--- config.mk ---
export PLATFORM = sky130hd
export DESIGN_NAME = asrp_port
export DESIGN_NICKNAME = d
export VERILOG_FILES = /design/src/logic/asrp_pkg.sv /design/src/logic/asrp_port.sv
export SDC_FILE = /design/constraint.sdc
export NUM_CORES = 1
export LEC_CHECK = 0
export ABC_AREA = 1
export BUFFER_PORTS_ARGS = -buffer_cell sky130_fd_sc_hd__buf_2
export CORE_MARGIN = 2
export CORE_UTILIZATION = 28
export DETAILED_ROUTE_END_ITERATION = 8
export PLACE_DENSITY = 0.46
export RECOVER_POWER = 25
export SYNTH_ARGS = -nofsm -noshare
export SYNTH_HDL_FRONTEND = slang
export SYNTH_SLANG_ARGS = --single-unit
--- constraint.sdc ---
create_clock -name core_clk -period 1.8 [get_ports core_clk]
set_clock_uncertainty 0.1 [all_clocks]
set_input_delay 0.09 -clock core_clk [delete_from_list [all_inputs] [get_ports core_clk]]
set_output_delay 0.09 -clock core_clk [all_outputs]
set_load 0.02 [all_outputs]
--- src/logic/asrp_pkg.sv ---
// Package of constants and carrier types for the serial result port
// Operation
// - With serial/parallel select low the shared pins carry parallel result bits 8 to 11, else serial roles.
// - Both results sit in one 32-bit shift register that leaves the serial data pin MSB first.
// - The channel order select input decides which result leaves first.
// - With internal clock the serial data is steady across both serial clock edges.
// - External clock, no invert: data changes on the rising edge, host samples on the next falling edge.
// - External clock, inverted: data changes on the falling edge, host samples on the next rising edge.
// - The serial clock pin is driven by the device in internal mode and taken from the host in external mode.
// - Frame sync is produced only in internal clock mode.
// - Frame sync not inverted: high through the frame, pulsed low once after the first channel.
// - Frame sync inverted: low through the frame, pulsed high once after the first channel.
// - External mode: a read unfinished when the next conversion ends is dropped and the error flag pulses.
// - In serial mode parallel bits 12 to 15 are released to high impedance.
// - Internal mode: read mode high lets the old result go out during conversion, low waits for the end.
// - External mode: the chain input reappears on serial data 32 clock periods after the read starts.
// - Output pins are enabled only with chip select and read both low; chip select gates the external clock.
// - Busy rises at conversion start and falls once the results are latched into the shift register.
package asrp_pkg;
    localparam int unsigned RES_W       = 16;
    localparam int unsigned FRAME_BITS  = 32;
    localparam int unsigned CNT_W       = 6;
    localparam logic [7:0]  DIV_RST     = 8'h04;

    // Register byte offsets
    localparam logic [7:0]  OFS_CTRL    = 8'h00;
    localparam logic [7:0]  OFS_STATUS  = 8'h04;
    localparam logic [7:0]  OFS_STATE   = 8'h08;
    localparam logic [7:0]  OFS_IRQ_EN  = 8'h0c;
    localparam logic [7:0]  OFS_IRQ_CLR = 8'h10;

    // Event bit positions, shared by status, enable and clear
    localparam int unsigned EV_RD_ERR   = 0;
    localparam int unsigned EV_FRAME    = 1;
    localparam int unsigned EV_LATCH    = 2;
    localparam int unsigned EV_W        = 3;
    localparam logic [EV_W-1:0] IRQ_EN_RST = 3'h0;

    typedef enum logic [1:0] {
        ASRP_IDLE,
        ASRP_INT_SHIFT,
        ASRP_EXT_SHIFT
    } asrp_state_e;

    // Pin levels from outside the core clock domain
    typedef struct packed {
        logic sps;
        logic cso;
        logic inv_clk;
        logic inv_sync;
        logic rmc;
        logic ab;
        logic cs_n;
        logic rd_n;
        logic sclk;
    } asrp_pins_s;
endpackage

--- src/logic/asrp_port.sv ---
// Serial result port of a dual simultaneous-sampling converter, with APB registers
//
// Local design decisions: the register addresses and the APB register port.
module asrp_port #(
    parameter int unsigned DIV_W = 8
) (
    input  wire logic                     core_clk,
    input  wire logic                     arst_n,
    input  wire logic                     serial_parallel_select,
    input  wire logic                     clock_source_select,
    input  wire logic                     clock_edge_invert,
    input  wire logic                     frame_sync_invert,
    input  wire logic                     read_mode_or_chain_in,
    input  wire logic                     chan_order_sel,
    input  wire logic                     cs_n,
    input  wire logic                     rd_n,
    input  wire logic                     sclk_pin_i,
    input  wire logic                     conv_start,
    input  wire logic                     conv_done,
    input  wire logic [15:0]              result_a,
    input  wire logic [15:0]              result_b,
    output logic                          busy,
    output logic [15:8]                   data_pin_o,
    output logic [15:8]                   data_pin_oe,
    output logic                          irq,
    input  wire logic                     psel,
    input  wire logic                     penable,
    input  wire logic                     pwrite,
    input  wire logic [7:0]               paddr,
    input  wire logic [31:0]              pwdata,
    output logic [31:0]                   prdata,
    output logic                          pready,
    output logic                          pslverr
);
    asrp_pkg::asrp_pins_s pin_raw;
    asrp_pkg::asrp_pins_s pin_s1_r;
    asrp_pkg::asrp_pins_s pin_s2_r;
    logic                 sclk_d_r;
    asrp_pkg::asrp_state_e state_r;
    logic [31:0]          shift_r;
    logic [31:0]          hold_r;
    logic                 hold_pend_r;
    logic                 data_ready_r;
    logic [asrp_pkg::CNT_W-1:0] bit_r;
    logic [1:0]           phase_r;
    logic [DIV_W-1:0]     div_cnt_r;
    logic [DIV_W-1:0]     div_r;
    logic                 tick;
    logic                 bus_en;
    logic                 ext_edge;
    logic                 ext_shift;
    logic                 read_err;
    logic                 frame_end;
    logic                 latch_now;
    logic                 int_start;
    logic [31:0]          ordered;
    logic [asrp_pkg::EV_W-1:0] status_r;
    logic [asrp_pkg::EV_W-1:0] irq_en_r;
    logic [asrp_pkg::EV_W-1:0] ev;
    logic [asrp_pkg::EV_W-1:0] clr;
    logic                 rd_err_r;
    logic [15:8]          pin_nxt;
    logic [15:8]          oe_nxt;
    logic                 sclk_int;
    logic                 sync_act;
    logic                 apb_wr;
    logic                 apb_rd;
    logic                 mapped;

    assign pin_raw = '{sps: serial_parallel_select, cso: clock_source_select,
                       inv_clk: clock_edge_invert, inv_sync: frame_sync_invert,
                       rmc: read_mode_or_chain_in, ab: chan_order_sel,
                       cs_n: cs_n, rd_n: rd_n, sclk: sclk_pin_i};

    // Two-flop synchroniser for every pin input
    always_ff @(posedge core_clk or negedge arst_n) begin
        if (!arst_n) begin
            pin_s1_r <= '1;
            pin_s2_r <= '1;
        end else begin
            pin_s1_r <= pin_raw;
            pin_s2_r <= pin_s1_r;
        end
    end

    always_ff @(posedge core_clk or negedge arst_n) begin
        if (!arst_n) begin
            // Same level as the synchroniser reset, so no false edge
            sclk_d_r <= 1'b1;
        end else begin
            sclk_d_r <= pin_s2_r.sclk;
        end
    end

    assign bus_en = !pin_s2_r.cs_n && !pin_s2_r.rd_n;
    // Chip select gates the host clock; invert picks the update edge
    assign ext_edge = !pin_s2_r.cs_n && (pin_s2_r.sclk != sclk_d_r)
                      && (pin_s2_r.sclk == !pin_s2_r.inv_clk);

    // Channel order picks which result goes first
    assign ordered = pin_s2_r.ab ? {result_b, result_a} : {result_a, result_b};

    // Internal serial clock rate divider
    always_ff @(posedge core_clk or negedge arst_n) begin
        if (!arst_n) begin
            div_cnt_r <= '0;
        end else if (tick || state_r != asrp_pkg::ASRP_INT_SHIFT) begin
            div_cnt_r <= '0;
        end else begin
            div_cnt_r <= div_cnt_r + 1'b1;
        end
    end
    assign tick = (state_r == asrp_pkg::ASRP_INT_SHIFT) && (div_cnt_r >= div_r);

    // Read mode high allows reading the old result while busy
    assign int_start = (state_r == asrp_pkg::ASRP_IDLE) && pin_s2_r.sps && !pin_s2_r.cso
                       && bus_en && data_ready_r && (pin_s2_r.rmc || !busy);
    assign frame_end = (state_r == asrp_pkg::ASRP_INT_SHIFT) && tick && phase_r == 2'd3
                       && bit_r == 6'(asrp_pkg::FRAME_BITS - 1);
    assign read_err  = conv_done && state_r == asrp_pkg::ASRP_EXT_SHIFT;
    // Host samples half a period after its update edge; the sync delay eats
    // most of that, so the pin shows the next bit as the register shifts
    assign ext_shift = pin_s2_r.sps && pin_s2_r.cso && ext_edge && !read_err
                       && (state_r == asrp_pkg::ASRP_EXT_SHIFT || (state_r == asrp_pkg::ASRP_IDLE && bus_en));
    // New results wait while an internal frame is still going out
    assign latch_now = (conv_done || hold_pend_r) && state_r != asrp_pkg::ASRP_INT_SHIFT;

    always_ff @(posedge core_clk or negedge arst_n) begin
        if (!arst_n) begin
            hold_r      <= '0;
            hold_pend_r <= 1'b0;
        end else if (conv_done) begin
            hold_r      <= ordered;
            hold_pend_r <= !latch_now;
        end else if (latch_now) begin
            hold_pend_r <= 1'b0;
        end
    end

    always_ff @(posedge core_clk or negedge arst_n) begin
        if (!arst_n) begin
            busy <= 1'b0;
        end else if (conv_start) begin
            busy <= 1'b1;
        end else if (latch_now) begin
            busy <= 1'b0;
        end
    end

    // Frame sequencer and the 32-bit shift register
    always_ff @(posedge core_clk or negedge arst_n) begin
        if (!arst_n) begin
            state_r      <= asrp_pkg::ASRP_IDLE;
            shift_r      <= '0;
            bit_r        <= '0;
            phase_r      <= 2'd0;
            data_ready_r <= 1'b0;
        end else begin
            case (state_r)
                asrp_pkg::ASRP_IDLE: begin
                    bit_r   <= '0;
                    phase_r <= 2'd0;
                    if (int_start) begin
                        state_r      <= asrp_pkg::ASRP_INT_SHIFT;
                        data_ready_r <= 1'b0;
                    end else if (pin_s2_r.sps && pin_s2_r.cso && ext_edge && bus_en) begin
                        state_r      <= asrp_pkg::ASRP_EXT_SHIFT;
                        shift_r      <= {shift_r[30:0], pin_s2_r.rmc};
                        bit_r        <= 6'd1;
                        data_ready_r <= 1'b0;
                    end
                end
                asrp_pkg::ASRP_INT_SHIFT: begin
                    if (tick) begin
                        phase_r <= phase_r + 2'd1;
                        if (phase_r == 2'd3) begin
                            // Shift while the clock is low, mid-way between edges
                            if (frame_end) begin
                                state_r <= asrp_pkg::ASRP_IDLE;
                            end else begin
                                shift_r <= {shift_r[30:0], 1'b0};
                                bit_r   <= bit_r + 6'd1;
                            end
                        end
                    end
                end
                asrp_pkg::ASRP_EXT_SHIFT: begin
                    if (read_err || !pin_s2_r.cso || !pin_s2_r.sps) begin
                        state_r <= asrp_pkg::ASRP_IDLE;
                    end else if (ext_edge) begin
                        shift_r <= {shift_r[30:0], pin_s2_r.rmc};
                        bit_r   <= bit_r + 6'd1;
                        if (bit_r == 6'(asrp_pkg::FRAME_BITS - 1)) begin
                            state_r <= asrp_pkg::ASRP_IDLE;
                        end
                    end
                end
                default: state_r <= asrp_pkg::ASRP_IDLE;
            endcase
            if (latch_now) begin
                shift_r      <= conv_done ? ordered : hold_r;
                data_ready_r <= 1'b1;
            end
        end
    end

    assign sclk_int = (state_r == asrp_pkg::ASRP_INT_SHIFT) && (phase_r == 2'd1 || phase_r == 2'd2);
    // Frame drops out for one quarter bit at the start of the second channel
    assign sync_act = (state_r == asrp_pkg::ASRP_INT_SHIFT)
                      && !(bit_r == 6'(asrp_pkg::RES_W) && phase_r == 2'd0);

    always_ff @(posedge core_clk or negedge arst_n) begin
        if (!arst_n) begin
            rd_err_r <= 1'b0;
        end else begin
            rd_err_r <= read_err && pin_s2_r.sps;
        end
    end

    // Shared pin roles
    always_comb begin
        pin_nxt = shift_r[31:24];
        oe_nxt  = {8{bus_en}};
        if (!pin_s2_r.sps) begin
            pin_nxt = ordered[31:24];
        end else begin
            pin_nxt[8]  = ext_shift ? shift_r[30] : shift_r[31];
            pin_nxt[9]  = sclk_int;
            oe_nxt[9]   = bus_en && !pin_s2_r.cso;
            pin_nxt[10] = sync_act ^ pin_s2_r.inv_sync;
            oe_nxt[10]  = bus_en && !pin_s2_r.cso;
            pin_nxt[11] = rd_err_r;
            oe_nxt[11]  = bus_en && pin_s2_r.cso;
            oe_nxt[15:12] = 4'h0;
        end
    end

    always_ff @(posedge core_clk or negedge arst_n) begin
        if (!arst_n) begin
            data_pin_o  <= '0;
            data_pin_oe <= '0;
        end else begin
            data_pin_o  <= pin_nxt;
            data_pin_oe <= oe_nxt;
        end
    end

    // APB slave, one wait state
    assign apb_wr = psel && penable && !pready && pwrite;
    assign apb_rd = psel && penable && !pready && !pwrite;
    assign mapped = paddr inside {asrp_pkg::OFS_CTRL, asrp_pkg::OFS_STATUS, asrp_pkg::OFS_STATE,
                                  asrp_pkg::OFS_IRQ_EN, asrp_pkg::OFS_IRQ_CLR};

    always_ff @(posedge core_clk or negedge arst_n) begin
        if (!arst_n) begin
            pready  <= 1'b0;
            pslverr <= 1'b0;
            prdata  <= '0;
        end else begin
            pready  <= psel && penable && !pready;
            pslverr <= psel && penable && !pready && !mapped;
            prdata  <= '0;
            if (apb_rd) begin
                case (paddr)
                    asrp_pkg::OFS_CTRL:   prdata <= 32'(div_r);
                    asrp_pkg::OFS_STATUS: prdata <= 32'(status_r);
                    asrp_pkg::OFS_STATE:  prdata <= {20'h0, bit_r, state_r, data_ready_r, busy, hold_pend_r,
                                                     pin_s2_r.sps};
                    asrp_pkg::OFS_IRQ_EN: prdata <= 32'(irq_en_r);
                    default:              prdata <= '0;
                endcase
            end
        end
    end

    always_ff @(posedge core_clk or negedge arst_n) begin
        if (!arst_n) begin
            div_r    <= DIV_W'(asrp_pkg::DIV_RST);
            irq_en_r <= asrp_pkg::IRQ_EN_RST;
        end else if (apb_wr && paddr == asrp_pkg::OFS_CTRL) begin
            div_r <= pwdata[DIV_W-1:0];
        end else if (apb_wr && paddr == asrp_pkg::OFS_IRQ_EN) begin
            irq_en_r <= pwdata[asrp_pkg::EV_W-1:0];
        end
    end

    // Sticky events; a set in the clear cycle survives
    always_comb begin
        ev = '0;
        ev[asrp_pkg::EV_RD_ERR] = read_err;
        ev[asrp_pkg::EV_FRAME]  = frame_end;
        ev[asrp_pkg::EV_LATCH]  = latch_now;
        clr = (apb_wr && paddr == asrp_pkg::OFS_IRQ_CLR) ? pwdata[asrp_pkg::EV_W-1:0] : '0;
    end

    always_ff @(posedge core_clk or negedge arst_n) begin
        if (!arst_n) begin
            status_r <= '0;
            irq      <= 1'b0;
        end else begin
            status_r <= (status_r & ~clr) | ev;
            irq      <= |(((status_r & ~clr) | ev) & irq_en_r);
        end
    end
endmodule

# Word level (Yosys, flattened, before mapping)
# Index checks and enable logic that the tools add are counted.
[op_classes]
addsub = 3
order_cmp = 1
eq_ne = 30
muxes = 45
bitwise_logic = 6
n_reduce_logical = 71
[ops]
columns = ["op", "count"]
rows = [
  ["2-to-1 mux 32 bit", 10],
  ["one-hot mux 32 bit (3 select lines)", 1],
  ["one-hot mux 12 bit (4 select lines)", 1],
  ["logical AND 1 bit", 34],
  ["2-to-1 mux 6 bit", 5],
  ["2-to-1 mux 2 bit", 9],
  ["inequality test 3 bit, second input constant", 6],
  ["one-hot mux 6 bit (3 select lines)", 1],
  ["equality test 8 x 4 -> 1 bit, second input constant", 2],
  ["equality test 6 x 5 -> 1 bit, second input constant", 2],
  ["logical NOT 1 bit", 12],
  ["2-to-1 mux 12 bit", 1],
  ["inequality test 2 bit, second input constant", 6],
  ["inequality test 3 x 2 -> 1 bit, second input constant", 4],
  ["AND reduction 6 bit", 2],
  ["2-to-1 mux 1 bit", 10],
  ["adder 8 x 1 -> 8 bit, second input constant", 1],
  ["equality test 8 x 3 -> 1 bit, second input constant", 1],
  ["equality test 8 x 5 -> 1 bit, second input constant", 1],
  [">= comparator 8 bit", 1],
  ["logical NOT 8 bit", 1],
  ["2-to-1 mux 4 bit", 2],
  ["2-to-1 mux 8 bit", 1],
  ["AND reduction 8 bit", 1],
  ["other kinds (24)", 41],
]
[word_totals]
reg_bits = 170
inputBits = 88
elab_cells = 194

# Logic depth before layout (Yosys ltp)
[depth]
depth_word = 10
ltp_mapped = 14
depth_no_buf = 14

# Least setup slack after synthesis
# Ideal clock, no wire load.
[synth_timing]
path_kind = "reg-to-reg"
from = "register div_r[2]"
to = "register bit_r[1] (netlist bit)"
setup_ns = 0.117
arrival_ns = 1.754
required_ns = 1.583
path_slack_ns = -0.171
stages_incl_launch_ff = 14
path_buffers = 1
synth_period_minus_slack_ns = 1.971
cell_sequence = "dfstp_2 -> inv_1 -> ha_1 -> nand2_1 -> inv_2 -> nand2_1 -> nand2_1 -> nand2_1 -> nand3_1 -> nand3_1 -> buf_2 -> nand2_2 -> nand2_1 -> nand2_1"
[synth_via]
elab_chain_cells = 7
elab_cells_between_ends = 8
classes_between = "1 x order compare; 2 x eq/ne; 5 x reduce/logical"
[synth_lines]
columns = ["element", "line_no", "text"]
rows = [
  ["start: declaration", "asrp_port.sv:47", "logic [DIV_W-1:0] div_r;"],
  ["start signal: assignment", "asrp_port.sv:278", "div_r <= DIV_W'(asrp_pkg::DIV_RST);"],
  ["start signal: assignment", "asrp_port.sv:281", "div_r <= pwdata[DIV_W-1:0];"],
  [">= comparator 8 bit (*)", "asrp_port.sv:113", "assign tick = (state_r == asrp_pkg::ASRP_INT_SHIFT) && (div_cnt_r >= div_r);"],
  ["logical AND 1 bit (*)", "asrp_port.sv:113", ""],
  ["logical AND 1 bit (2 in series)", "asrp_port.sv:118", "assign frame_end = (state_r == asrp_pkg::ASRP_INT_SHIFT) && tick && phase_r == 2'd3"],
  ["logical AND 1 bit", "asrp_port.sv:119", "&& bit_r == 6'(asrp_pkg::FRAME_BITS - 1);"],
  ["inequality test 2 bit (no source line)", "-", ""],
  ["AND reduction 6 bit (no source line) (*)", "-", ""],
  ["end signal: assignment", "asrp_port.sv:182", "bit_r <= bit_r + 6'd1;"],
  ["end signal: assignment", "asrp_port.sv:192", "bit_r <= bit_r + 6'd1;"],
  ["end: declaration", "asrp_port.sv:44", "logic [asrp_pkg::CNT_W-1:0] bit_r;"],
]
# Mark *: on every way between the ends. The rest lies on a longest branch, timed or not.
# A chain may end at the register's enable or synchronous reset.

# Worst setup path in the final report
[layout_timing]
from = "register div_r[2]"
to = "register shift_r[31]"
[layout_via]
elab_chain_cells = 7
elab_cells_between_ends = 8
classes_between = "1 x order compare; 2 x eq/ne; 5 x reduce/logical"
[layout_lines]
columns = ["element", "line_no", "text"]
rows = [
  [">= comparator 8 bit (*)", "asrp_port.sv:113", ""],
  ["logical AND 1 bit (*)", "asrp_port.sv:113", ""],
  ["logical AND 1 bit (2 in series)", "asrp_port.sv:118", ""],
  ["logical AND 1 bit", "asrp_port.sv:119", ""],
  ["inequality test 3 bit (no source line)", "-", ""],
  ["AND reduction 8 bit (no source line) (*)", "-", ""],
  ["end signal: assignment", "asrp_port.sv:168", "shift_r <= {shift_r[30:0], pin_s2_r.rmc};"],
  ["end signal: assignment", "asrp_port.sv:181", "shift_r <= {shift_r[30:0], 1'b0};"],
  ["end signal: assignment", "asrp_port.sv:191", "shift_r <= {shift_r[30:0], pin_s2_r.rmc};"],
  ["end: declaration", "asrp_port.sv:40", "logic [31:0] shift_r;"],
]
# Marks and branches as above.

==> flow_summary.yaml <==
status:
  outcome: "complete, but fails checks"
  violations: "setup timing"
power:
  p_clk_frac: 0.344
  p_int_mw: 7.94
  power_density_nw_per_um2: 1140
  p_leak_nw: 5.12
  total_power_mw: 11.7
  switching_power_mw: 3.74
  swShare: 0.320
  ir_drop_mv: 0.593
  pwr-share-seq: 0.356
  pwr-share-comb: 0.301
setup_path:
  worstSetupEndpointType: "flop"
  worst-path-max-fanout: 8
  cp_data_arrival_time_ns: 2.29
  reg2reg_slack_ns: -0.28
  slowest_delay_ns: 0.54
  crit_buf_inv: 4
  critical_path_required_ns: 2.01
  critical_path.slowest_cell: "dfstp_2"
  cp_cell_sequence: "inv_2 -> ha_4 -> nand2_2 -> inv_2 -> nand4_1 -> nand4_1 -> buf_6 -> nand3_4 -> clkbuf_16 -> nand2_2 -> nand2_1"
  start_kind: "flop"
  cp_top_family: "simple AND/OR/NAND/NOR gates"
  critPathKind: "reg -> reg"
sta:
  rsz0062_at_grt: "yes"
  whs_ns: 0.0128
  worst_slack_ns: -0.281
  finalCritPeriodShare: 1.16
  slew_headroom: 0.160
  fmax_ghz: 0.481
  finalMaxSlewViolations: 0
  finalSetupViolCount: 48
  worst_slew_pin_slew_ns: 1.26
  period_minus_slack_ns: 2.08
  hold_viol_final: 0
floorplan:
  boundaryPins: 140
  dieArea_um2: 26600
  initial_core_util: 0.283
  dieWidth_um: 163
  core.rowCount: 58
  die_y_um: 163
  core_area_um2: 25000
global_routing:
  grt_max_degree: 53
  antenna_found_initial: 0
  grt_use_total: 0.151
  gr-usage-met3: 0.0346
  grt_pass1_vias: 6173
  busiest_layer: "met2"
  grt_overflow: 0
  grt_util_met2: 0.233
  grt_util_met1: 0.212
  grt_pass1_wl_um: 31600
routing:
  vias: 6335
  viasPerCell: 4.38
  routedWlPerCell_um: 13.7
  wl_um: 19800
  first_pass_iters: 4
  drt_iter0_drc: 331
  drc: 0
  ant_nets: 0
layout:
  filler_cell_count: 2510
  final_util: 0.410
  layout_commonest_cell: "nand2_1"
  diodes: 0
  layout_common_cells: "270 x nand2_1, 126 x dfrtp_1, 94 x buf_2"
  nNetsFinal: 1207
  area_delta_synth_final_pct: 44.5
  drive_gt1_frac: 0.295
  finalNonFillerCells: 1445
cts:
  clk_path_buf_depth: 2
  numCtsBuffers: 17
  cts.sinks: 146
  clk_latency_ns: 0.42
  cts_tree: "yes"
  h-tree-depth: 4
  cts-root-buf: "clkbuf_16"
  clk_transition_reported_paths_ns: 0.06
placed_design:
  dpl.hpwl_um: 13100
  dp.cells: 1341
  portBuffers: 95
  gp_congestion: 0.797
  dp_slack_ns: -0.314
logic_synthesis:
  syn_area_um2: 7080
  synth_cell_types: 36
  synth_flop_cell: "dfrtp_1"
  yosys_warnings: 0
  synth_area_per_cell_um2: 8.12
  async_flop_share: 1.00
  synth_edf_count: 0
  syn_inst: 872
  ys_ff_latch: 146
  seq_area_frac_synth: 0.520
flow_run:
  maxCapViolCount: 0
min_path:
  min_path_type: "in -> reg"
kinds of logic after synthesis:
| kind of cell | after synthesis | synth area share |
|---|---|---|
| DFF | 146 | 0.520 |
| other | 1 | 0.000530 |
| adders and majority gates | 17 | 0.0301 |
| buffers and inverters | 140 | 0.0923 |
| xor gates and xnor gates | 5 | 0.00619 |
| AOI/OAI and AO/OA | 99 | 0.0769 |
| and+or+nand+nor | 464 | 0.274 |
state kept, by name (all words and copies together), names as in the netlist, 2 cells and up:
signal	flops
hold_r	32
shift_r	32
prdata	12
pin_s1_r	9
pin_s2_r	9
data_pin_o	8
div_cnt_r	8
div_r	8
bit_r	6
data_pin_oe	4
irq_en_r	3
status_r	3
phase_r	2
state_r	2
layout make-up:
type	instances	area [um^2]	share of cell area
repair buffers	253	2040	0.199
well taps	330	413	0.0404
flip-flops and latches	146	3680	0.360
clock inverters	14	225	0.0220
inverters	79	304	0.0297
clock buffers	18	439	0.0429
multi-input cells	605	3130	0.306
worst paths after layout:
path                                  startpoint                      end  depth (start not counted)
max                         div_r[2]$_DFFE_PN1P_  shift_r[31]$_DFFE_PN0P_                         11
min reg2reg                pin_s1_r[7]$_DFF_PN1_    pin_s2_r[7]$_DFF_PN1_                          0
min                                     paddr[3]      prdata[9]$_DFF_PN0_                          4
min in group asynchronous                 arst_n     div_r[4]$_DFFE_PN0P_                          2
max in group asynchronous                 arst_n    pin_s1_r[0]$_DFF_PN1_                          3
max reg2reg                 div_r[2]$_DFFE_PN1P_  shift_r[31]$_DFFE_PN0P_                         11
per-stage QoR:
stage / area, um^2 / TNS (ns)
final: 10200 / -10.65
after global placement: 8460 / -7.61
after CTS: 9870 / -8.40
after global routing: 10200 / -15.17
after detailed placement: 8460 / -9.83
after floorplan: 7210 / -2.39
what timing repair did:
item / 4_1_cts / 5_1_grt
hold buffers: 59 / 0
hold endpoints to repair: 191 / 0
pin swaps: 7 / 10
gates resized for setup: 26 / 59
buffers inserted: 3 / 6
setup endpoints to repair: 47 / 62
cloned: 1 / 4
power by group through the flow:
stage               clock network [mW]  logic, mW  registers (mW)
global route                      4.23       3.89            4.22
detailed placement                   0       2.73            4.15
finish                            4.01       3.51            4.15
CTS                               4.08       2.94            4.10
global placement                     0       2.71            4.16
floorplan                            0       1.71            4.15
tightest hold or removal path: cells and delay by family:
kind / cells / cell delay, ns
buffers and inverters: 2 / 0.28
AND/OR/NAND/NOR: 2 / 0.12
cells in the mapped netlist, types with 2 or more instances:
cell      instances  area (um^2)
nor2_4            2         22.5
o21ai_1          19         95.1
nand4_1          38          238
o21ai_0          30          150
dfrtp_1         126         3150
nand3_1          32          160
inv_1            65          244
ha_1             17          213
a31oi_1          26          163
buf_1             3         11.3
a211oi_1          2         15.0
nand3_2           3         30.0
xor2_1            4         35.0
o21a_1            2         15.0
nor2_1           65          244
buf_4            24          180
nand2_2           2         12.5
nand2_1         308         1160
nor3_1           10         50.1
clkbuf_1         21         78.8
a21oi_1          17         85.1
inv_2            12         45.0
buf_6             3         33.8
dfstp_2          20          526
buf_2            10         50.1
per-layer routing:
metal  wire length [um]  share of wire
met1               9880           0.50
met2               8920           0.45
met3                754          0.038
met4                293          0.015
met5                  0              0
No activity file was read; power rests on OpenSTA's default activity.
